$ cat config.mk
export PLATFORM = sky130hd
export DESIGN_NAME = prog_debug_access_regs
export DESIGN_NICKNAME = d
export VERILOG_FILES = /design/src/pkg/prog_debug_pkg.sv /design/src/rtl/prog_debug_access_regs.sv
export VERILOG_INCLUDE_DIRS = /design/src /design/src/pkg
export SDC_FILE = /design/constraint.sdc
export NUM_CORES = 1
export LEC_CHECK = 0
export ABC_AREA = 1
export BUFFER_PORTS_ARGS = -buffer_cell sky130_fd_sc_hd__buf_4
export CAP_MARGIN = 20
export CORE_UTILIZATION = 35
export CTS_BUF_LIST = sky130_fd_sc_hd__clkbuf_8
export CTS_CLUSTER_SIZE = 25
export DETAILED_ROUTE_END_ITERATION = 12
export SYNTH_ARGS = -nofsm -noshare
export SYNTH_HDL_FRONTEND = slang
export SYNTH_SLANG_ARGS = --single-unit
export TNS_END_PERCENT = 50
$ cat constraint.sdc
create_clock -name clk -period 0.9 [get_ports clk]
set_input_delay 0.045 -clock clk [delete_from_list [all_inputs] [get_ports clk]]
set_output_delay 0.045 -clock clk [all_outputs]
set_load 0.005 [all_outputs]
$ cat src/pkg/prog_debug_defs.svh
// Register offsets, field positions and reset values of the access layer bank
`ifndef PROG_DEBUG_DEFS_SVH
`define PROG_DEBUG_DEFS_SVH
`define ADDR_RESET_REQ 8'h08
`define ADDR_CLK_CTRL 8'h09
`define ADDR_SYS_CTRL 8'h0a
`define ADDR_SYS_STATUS 8'h0b
`define ADDR_SCAN_STATUS 8'h0c
`define ADDR_KEY_STATUS 8'h07
`define RESET_SIGNATURE 8'h59
`define CLKSEL_RESET 2'h3
`define CLKSEL_16MHZ 2'h1
`define CLKSEL_8MHZ 2'h2
`define CLKSEL_4MHZ 2'h3
`define CLKSEL_RESERVED 2'h0
`define CTRL_RESET 8'h02
`define STATUS_RESET 8'h01
`define BIT_SYSTEM_CLOCK_REQUEST 0
`define BIT_COMMIT 1
`define BIT_LOCKED 0
`define BIT_UROW_READY 2
`define BIT_PROG_READY 3
`define BIT_ASLEEP 4
`define BIT_RST_ACTIVE 5
`define BIT_KEY_ERASE 3
`define BIT_KEY_NVM 4
`define BIT_KEY_UROW 5
`define BIT_RST_HELD 0
`define CLKSEL_MSB 1
`define SCAN_MSB 2
`define KEY_COUNT 2
`define KEY_NVM_SLOT 1
`define KEY_ERASE_SLOT 0
`define SCAN_OFF 3'h0
`define SCAN_BUSY 3'h1
`define SCAN_PASS 3'h2
`define SCAN_FAIL 3'h4
`define BYTE_ZERO 8'h00
`endif

$ cat src/pkg/prog_debug_pkg.sv
// Types shared by the access layer register bank
package prog_debug_pkg;
    typedef enum logic [1:0] {
        CLK_RESERVED = 2'b00,
        CLK_16MHZ = 2'b01,
        CLK_8MHZ = 2'b10,
        CLK_4MHZ = 2'b11
    } clk_sel_e;

    typedef struct packed {
        logic [7:0] addr;
        logic [7:0] wdata;
        logic wr;
        logic rd;
    } reg_req_s;

    typedef struct packed {
        logic nvm_key;
        logic erase_key;
        logic urow_key;
        logic nvm_done;
        logic erase_done;
        logic sys_in_reset;
        logic sys_asleep;
        logic prog_ready;
        logic urow_ready;
        logic locked;
        logic [2:0] scan_state;
    } sys_state_s;

    typedef struct packed {
        logic [7:0] rdata;
        logic rvalid;
        logic sys_reset_req;
        logic clk_request;
        logic urow_commit;
        clk_sel_e clk_sel;
        logic nvm_key_flag;
        logic erase_key_flag;
        logic rst_seen;
        logic [1:0] port_en_d;
    } bank_s;
endpackage : prog_debug_pkg

$ cat src/rtl/prog_debug_access_regs.sv
// Access layer register bank of the single-pin program and debug port
// Notes on behaviour
// RULE1: Nvm program key flag reads 1 while key active, clears when programming done.
// RULE2: Full erase key flag reads 1 while key active, clears when erase completes.
// RULE3: Writing signature 0x59 to reset request holds system reset until released.
// RULE4: Writing any other value to reset request releases the held system reset.
// RULE5: Reset request reads 1 in bit 0 while reset held, other bits zero.
// RULE6: Issuing the system reset never resets this port's own logic.
// RULE7: Clock select: 1=16 MHz, 2=8 MHz, 3=4 MHz, 0 reserved; default 4 MHz.
// RULE8: Debugger should pick faster clocks only with highest brown-out level.
// RULE9: Writing user row commit starts programming user row from RAM to flash.
// RULE10: User row commit writes are accepted only when the user row key is active.
// RULE11: Commit before data placed lets the processor continue without that data.
// RULE12: Clock request bit 1 requests system clock despite sleep; 0 withdraws it.
// RULE13: Clock request clears when port disabled and sets whenever port enabled.
// RULE14: Reset active bit reads 1 during system reset, including held one; clears on read.
// RULE15: Asleep bit reads 1 while system idles or sleeps deeper, 0 when awake.
// RULE16: Programming ready bit shows nvm programming may begin from the port.
// RULE17: User row ready bit shows user row programming may begin.
// RULE18: Locked bit reads 1 while locked, 0 after erase clears lock bits.
// RULE19: Scan status is one-hot: 0 off, 1 busy, 2 pass, 4 fail.
// RULE20: Registers are reached only through the debug link access port.
// RULE21: Read-only and unused bits ignore writes; unused bits read zero.
`timescale 1ns/1ps
`include "prog_debug_defs.svh"
module prog_debug_access_regs (
    input wire logic clk,
    input wire logic resetn,
    input wire logic clk_en,
    input wire logic port_enable,
    input prog_debug_pkg::reg_req_s req,
    input prog_debug_pkg::sys_state_s sys,
    output logic [7:0] rdata,
    output logic rvalid,
    output logic sys_reset_req,
    output logic clk_request,
    output logic urow_commit,
    output prog_debug_pkg::clk_sel_e clk_sel
);
    import prog_debug_pkg::*;

    bank_s state_ff;
    bank_s nxt_state;
    logic [7:0] rd_mux;
    logic port_enable_rise;
    logic [`KEY_COUNT-1:0] key_live;
    logic [`KEY_COUNT-1:0] key_over;
    logic [`KEY_COUNT-1:0] key_flag_nxt;
    logic status_read;
    logic commit_write;
    logic port_steady;

    // Port reset values; clock select rests at 4 MHz
    localparam bank_s BANK_RESET = '{
        rdata: `BYTE_ZERO,
        rvalid: 1'b0,
        sys_reset_req: 1'b0,
        clk_request: 1'b0,
        urow_commit: 1'b0,
        clk_sel: clk_sel_e'(`CLKSEL_RESET),
        nvm_key_flag: 1'b0,
        erase_key_flag: 1'b0,
        rst_seen: 1'b0,
        port_en_d: 2'b00
    };

    // Write strobe aimed at one address
    function automatic logic wr_hit(input reg_req_s r, input logic [7:0] a);
        return r.wr && (r.addr == a);
    endfunction : wr_hit

    // Read strobe aimed at one address
    function automatic logic rd_hit(input reg_req_s r, input logic [7:0] a);
        return r.rd && (r.addr == a);
    endfunction : rd_hit

    // Read decode for one address
    function automatic logic [7:0] read_byte(input logic [7:0] a, input bank_s s,
                                              input sys_state_s y);
        logic [7:0] v;
        v = `BYTE_ZERO;
        case (a)
            `ADDR_KEY_STATUS: begin
                v[`BIT_KEY_NVM] = s.nvm_key_flag;
                v[`BIT_KEY_ERASE] = s.erase_key_flag;
                v[`BIT_KEY_UROW] = y.urow_key;
            end
            `ADDR_RESET_REQ: v[`BIT_RST_HELD] = s.sys_reset_req;
            `ADDR_CLK_CTRL: v[`CLKSEL_MSB:0] = s.clk_sel;
            `ADDR_SYS_CTRL: begin
                v[`BIT_SYSTEM_CLOCK_REQUEST] = s.clk_request;
                v[`BIT_COMMIT] = s.urow_commit;
            end
            `ADDR_SYS_STATUS: begin
                v[`BIT_RST_ACTIVE] = s.rst_seen;
                v[`BIT_ASLEEP] = y.sys_asleep;
                v[`BIT_PROG_READY] = y.prog_ready;
                v[`BIT_UROW_READY] = y.urow_ready;
                v[`BIT_LOCKED] = y.locked;
            end
            `ADDR_SCAN_STATUS: v[`SCAN_MSB:0] = y.scan_state;
            default: v = `BYTE_ZERO;
        endcase
        return v;
    endfunction : read_byte

    assign port_enable_rise = port_enable & ~state_ff.port_en_d[0];
    assign port_steady = clk_en && port_enable && state_ff.port_en_d[0];
    assign status_read = clk_en && rd_hit(req, `ADDR_SYS_STATUS);
    assign commit_write = clk_en && wr_hit(req, `ADDR_SYS_CTRL) && req.wdata[`BIT_COMMIT];
    assign key_live = {sys.nvm_key, sys.erase_key};
    assign key_over = {sys.nvm_done, sys.erase_done};

    // One flag each for the nvm and erase keys: a live key shows until its sequence is done [RULE1] [RULE2]
    for (genvar g = 0; g < `KEY_COUNT; g++) begin : g_key_flag
        assign key_flag_nxt[g] = key_live[g] & ~key_over[g];
    end

    always_comb begin
        nxt_state = state_ff;
        rd_mux = read_byte(req.addr, state_ff, sys);
        nxt_state.rvalid = 1'b0;
        nxt_state.urow_commit = 1'b0;
        nxt_state.port_en_d = {state_ff.port_en_d[0], port_enable};
        // Key flags follow keys, drop on done [RULE1] [RULE2]
        nxt_state.nvm_key_flag = key_flag_nxt[`KEY_NVM_SLOT];
        nxt_state.erase_key_flag = key_flag_nxt[`KEY_ERASE_SLOT];
        if (req.rd) begin // [RULE20]
            nxt_state.rdata = rd_mux; // [RULE5] [RULE15] [RULE16] [RULE17] [RULE18] [RULE19]
            nxt_state.rvalid = 1'b1;
            if (req.addr == `ADDR_SYS_STATUS) begin
                nxt_state.rst_seen = 1'b0; // [RULE14]
            end
        end
        // Held request feeds reset active; set wins over clear on read [RULE14]
        if (sys.sys_in_reset || state_ff.sys_reset_req) begin
            nxt_state.rst_seen = 1'b1;
        end
        if (req.wr) begin
            case (req.addr)
                `ADDR_RESET_REQ: begin
                    nxt_state.sys_reset_req = (req.wdata == `RESET_SIGNATURE); // [RULE3] [RULE4]
                end
                `ADDR_CLK_CTRL: begin
                    nxt_state.clk_sel = clk_sel_e'(req.wdata[`CLKSEL_MSB:0]); // [RULE7]
                end
                `ADDR_SYS_CTRL: begin
                    nxt_state.clk_request = req.wdata[`BIT_SYSTEM_CLOCK_REQUEST]; // [RULE12]
                    // Commit pulse only with key; data readiness is not checked [RULE10] [RULE11]
                    nxt_state.urow_commit = req.wdata[`BIT_COMMIT] & sys.urow_key; // [RULE9]
                end
                default: nxt_state.urow_commit = 1'b0; // [RULE21]
            endcase
        end
        if (!port_enable) begin
            nxt_state.clk_request = 1'b0; // [RULE13]
            nxt_state.clk_sel = CLK_4MHZ;
        end else if (port_enable_rise) begin
            nxt_state.clk_request = 1'b1; // [RULE13]
            nxt_state.clk_sel = CLK_4MHZ; // [RULE7]
        end
    end

    // Only the port reset clears this bank, never the request it issues [RULE6]
    always_ff @(posedge clk or negedge resetn) begin
        if (!resetn) begin
            state_ff <= BANK_RESET;
        end else if (clk_en) begin
            state_ff <= nxt_state;
        end
    end

    assign rdata = state_ff.rdata;
    assign rvalid = state_ff.rvalid;
    assign sys_reset_req = state_ff.sys_reset_req;
    assign clk_request = state_ff.clk_request;
    assign urow_commit = state_ff.urow_commit;
    assign clk_sel = state_ff.clk_sel;
endmodule : prog_debug_access_regs

==> results.md <==
- Run status: finished, violations left
- Violated checks: setup timing
- Startpoint of the worst hold path: sys[6]
- Top Ports: just under 50
- Largest net degree at the start of global routing: 17
- Ys flop type: dfrtp_1
- Core ar.: between 0.002 and 0.003 mm2
- Syn avg cell area: between 7 and 8 um2
- Crit path cell chain: buf_6 > buf_6
- Max incr delay on CP: between 500 and 600 ps
- FF-to-FF setup slack: -70 ps
- Rows: 18
- Filler Cell Count: 242
- # Max-Cap Violations: 0
- Hold crit path type: input pin to flop
- Fraction of layout cells with a size suffix above 1: 36.6%
- Setup-failing EPs final: 4
- Leak: 0.000798 uW
- Worst setup SP type: flop
- Synth cell types: 18
- Vias: roughly 1,000
- Root Buffer: clkbuf_8
- GRT Total Usage: between 10% and 20%
- Initial antenna violation count: 0
- Total power: between 1500 and 2000 uW
- Vias in the first global route: ~940
- Final count of hold timing violations: 0
- Synth Instances: 130
- Fin nets: 222
- Fin crit period: between 900 and 1000 ps
- Final ANT Viol Nets: 0
- Via density: between 4 and 5
- Required time of the critical path: between 800 and 900 ps
- Die ar.: 0.00297 mm2
- Fin Hold WS: roughly 1.1 ps
- Crit-path max FO: 2
- Post-route cell area: between 0.001 and 0.0015 mm2
- H-Tree Depth: 1
- CP arrival: 950 ps
- Synth area leaders: dfrtp_1 (36%), nand2_1 (16%), buf_4 (8.6%)
- Die height: ~54 um
- CP max-delay cell: dfstp_2
- Most frequent CP cell: buf_6
- Hold Path Cell Cnt: 3
- Worst VDD drop: approximately 0.88 mV
- Hold Path End: rdata[4]
- CTS buffer count: 3
- Post-Syn Area: ~960 um2
- Clk_skew: approximately 5 ps
- Reg2Reg Depth: 5
- Storage element area: just over 400 um2
- Syn. warnings: 0
- Final WS setup: -97.7 ps
- Synth top cells by count: nand2_1 (41), nand3_1 (15), dfrtp_1 (14), nor2_1 (13), inv_1 (12)
- Seq/Total Area, Yosys: a little over two fifths
- EDFF count, synth: 0
- WL final: between 2 and 2.5 mm
- Seq cells post-synth: 16
- Crit path max-delay family: flip-flops
- Count leader, synth: nand2_1
- Clock sink count: 16
- Fmax: 1000 MHz
- Initial Utilization: between 30% and 40%
- Synthesis-to-finish area growth: 51.4%
- Worst-Skew Late Latency: 250 ps
- Post-synth ARST share: 100%
- Unrepaired setup endpoints after global routing: yes
- Longest Clk Path Bufs: 2
- Global route overflow: 0
- Buffers on Ports: 46
- Chip Width: roughly 54 um
- # DRC: 0
- Fin. max-slew vios: 0
- Critical path buffers and inverters: 2
- FF-to-FF End: rdata[0]
- Dpl ws: -145 ps
- Yosys top cell area share: between 30% and 40%
- 1st-iter DRT viols: 13
- # diodes: 0
- CTS tree: yes
- Critical path capture point type: output port
- Final Cycle Share: 111%
- GP Congestion: 0.818
- Crit path kind: flop to output port
- Drt pass-1 iters: 4
- Power per cell area: ~1100 mW/mm2
- Worst-path clk slew: ~70 ps
- Post-synth top area cell: dfrtp_1
- Area of the multi-input gates: 439 um2
- Wire length per cell: 11.1 um
- Placed Area: approximately 0.0013 mm2
- First-pass GRT wire length: ~3.8 mm
- Hpwl dp: about 1.9 mm
- Reg-to-reg critical path startpoint: clk_sel[0]
- Setup TNS: -263 ps
==> worst register-to-register path: stages, from the launching register on <==
cell and delay (ps):
dfstp_2 540, buf_4 100, nand3_1 70, nand2_1 70
inv_1 40, a21oi_1 100
==> cells in the final DEF (no fill, tap or decap), types with 2 or more instances in the layout <==
cell / Yosys / routed
nand2_1: 41 / 40
buf_4: 11 / 54
nand4_1: 4 / 4
buf_6: 0 / 3
nand3_2: 2 / 2
nor2_1: 13 / 13
dfstp_2: 2 / 2
dfrtp_1: 14 / 14
clkbuf_8: 0 / 3
nor3_1: 2 / 2
conb_1: 1 / 2
dlygate4sd3_1: 0 / 5
inv_1: 12 / 13
o21ai_0: 4 / 4
nand3_1: 15 / 15
a21oi_1: 4 / 4
==> layout make-up <==
class                   instances  share of cell area [%]
clock inverters                 1                   0.257
flip-flops and latches         16                    27.6
inverters                      12                    3.09
well taps                      30                    2.57
multi-input cells              92                    30.1
clock buffers                   3                    2.83
repair buffers                 62                    33.5
==> worst max path at each step <==
| stage | slack, ps | cells after the start | start | to |
|---|---|---|---|---|
| finish | -100 | 2 | clk_sel[0] | clk_sel[0] |
| global placement | -130 | 8 | req[17] | clk_sel[1] |
| global route | -120 | 2 | clk_sel[0] | clk_sel[0] |
| detailed placement | -150 | 8 | req[15] | clk_sel[1] |
| CTS | -100 | 2 | clk_sel[0] | clk_sel[0] |
| floorplan | 40 | 4 | clk_sel[0] | rdata[0] |
==> metrics by stage <==
stage               util, %  cells
CTS                    57.2    216
finish                 57.3    216
global route           57.3    216
detailed placement     52.5    205
floorplan                 -    131
global placement       52.5    205
==> state kept, by name, summed over array words and instances, names as in the netlist <==
name and cells:
rdata 6, state_ff 3, clk_sel 2, clk_request 1
nxt_state 1, rvalid 1, sys_reset_req 1, urow_commit 1
==> timing repair <==
item | CTS | global route
hold endpoints to repair | 20 | 0
gates resized for setup | 3 | 1
setup buffers | 2 | 0
pin swaps | 1 | 1
setup endpoints to repair | 3 | 7
hold buffers | 5 | 0
==> logic make-up after synthesis <==
group,Yosys count,synth area share [%]
buf+inv,23,13.2
simple gates,80,39.1
other cells,1,0.389
compound gates,10,5.45
flops,16,41.8
==> per-layer routing <==
metal / vias up / wire (um) / global-route usage, % / part of all wire, %
met3: 2 / 169 / 4.72 / 7.1
met4: 0 / 10 / 5.56 / 0.42
li1: 522 / - / - / -
met1: 451 / 1060 / 23.5 / 44
met2: 37 / 1150 / 30.1 / 48
met5: - / 0 / 0 / 0
==> power by group <==
group / internal [uW] / total [uW] / switching, uW
combinational: 180 / 318 / 138
clock: 303 / 567 / 265
sequential: 748 / 768 / 19.9
total: 1230 / 1650 / 423
Power figures use the tool's default switching activity.
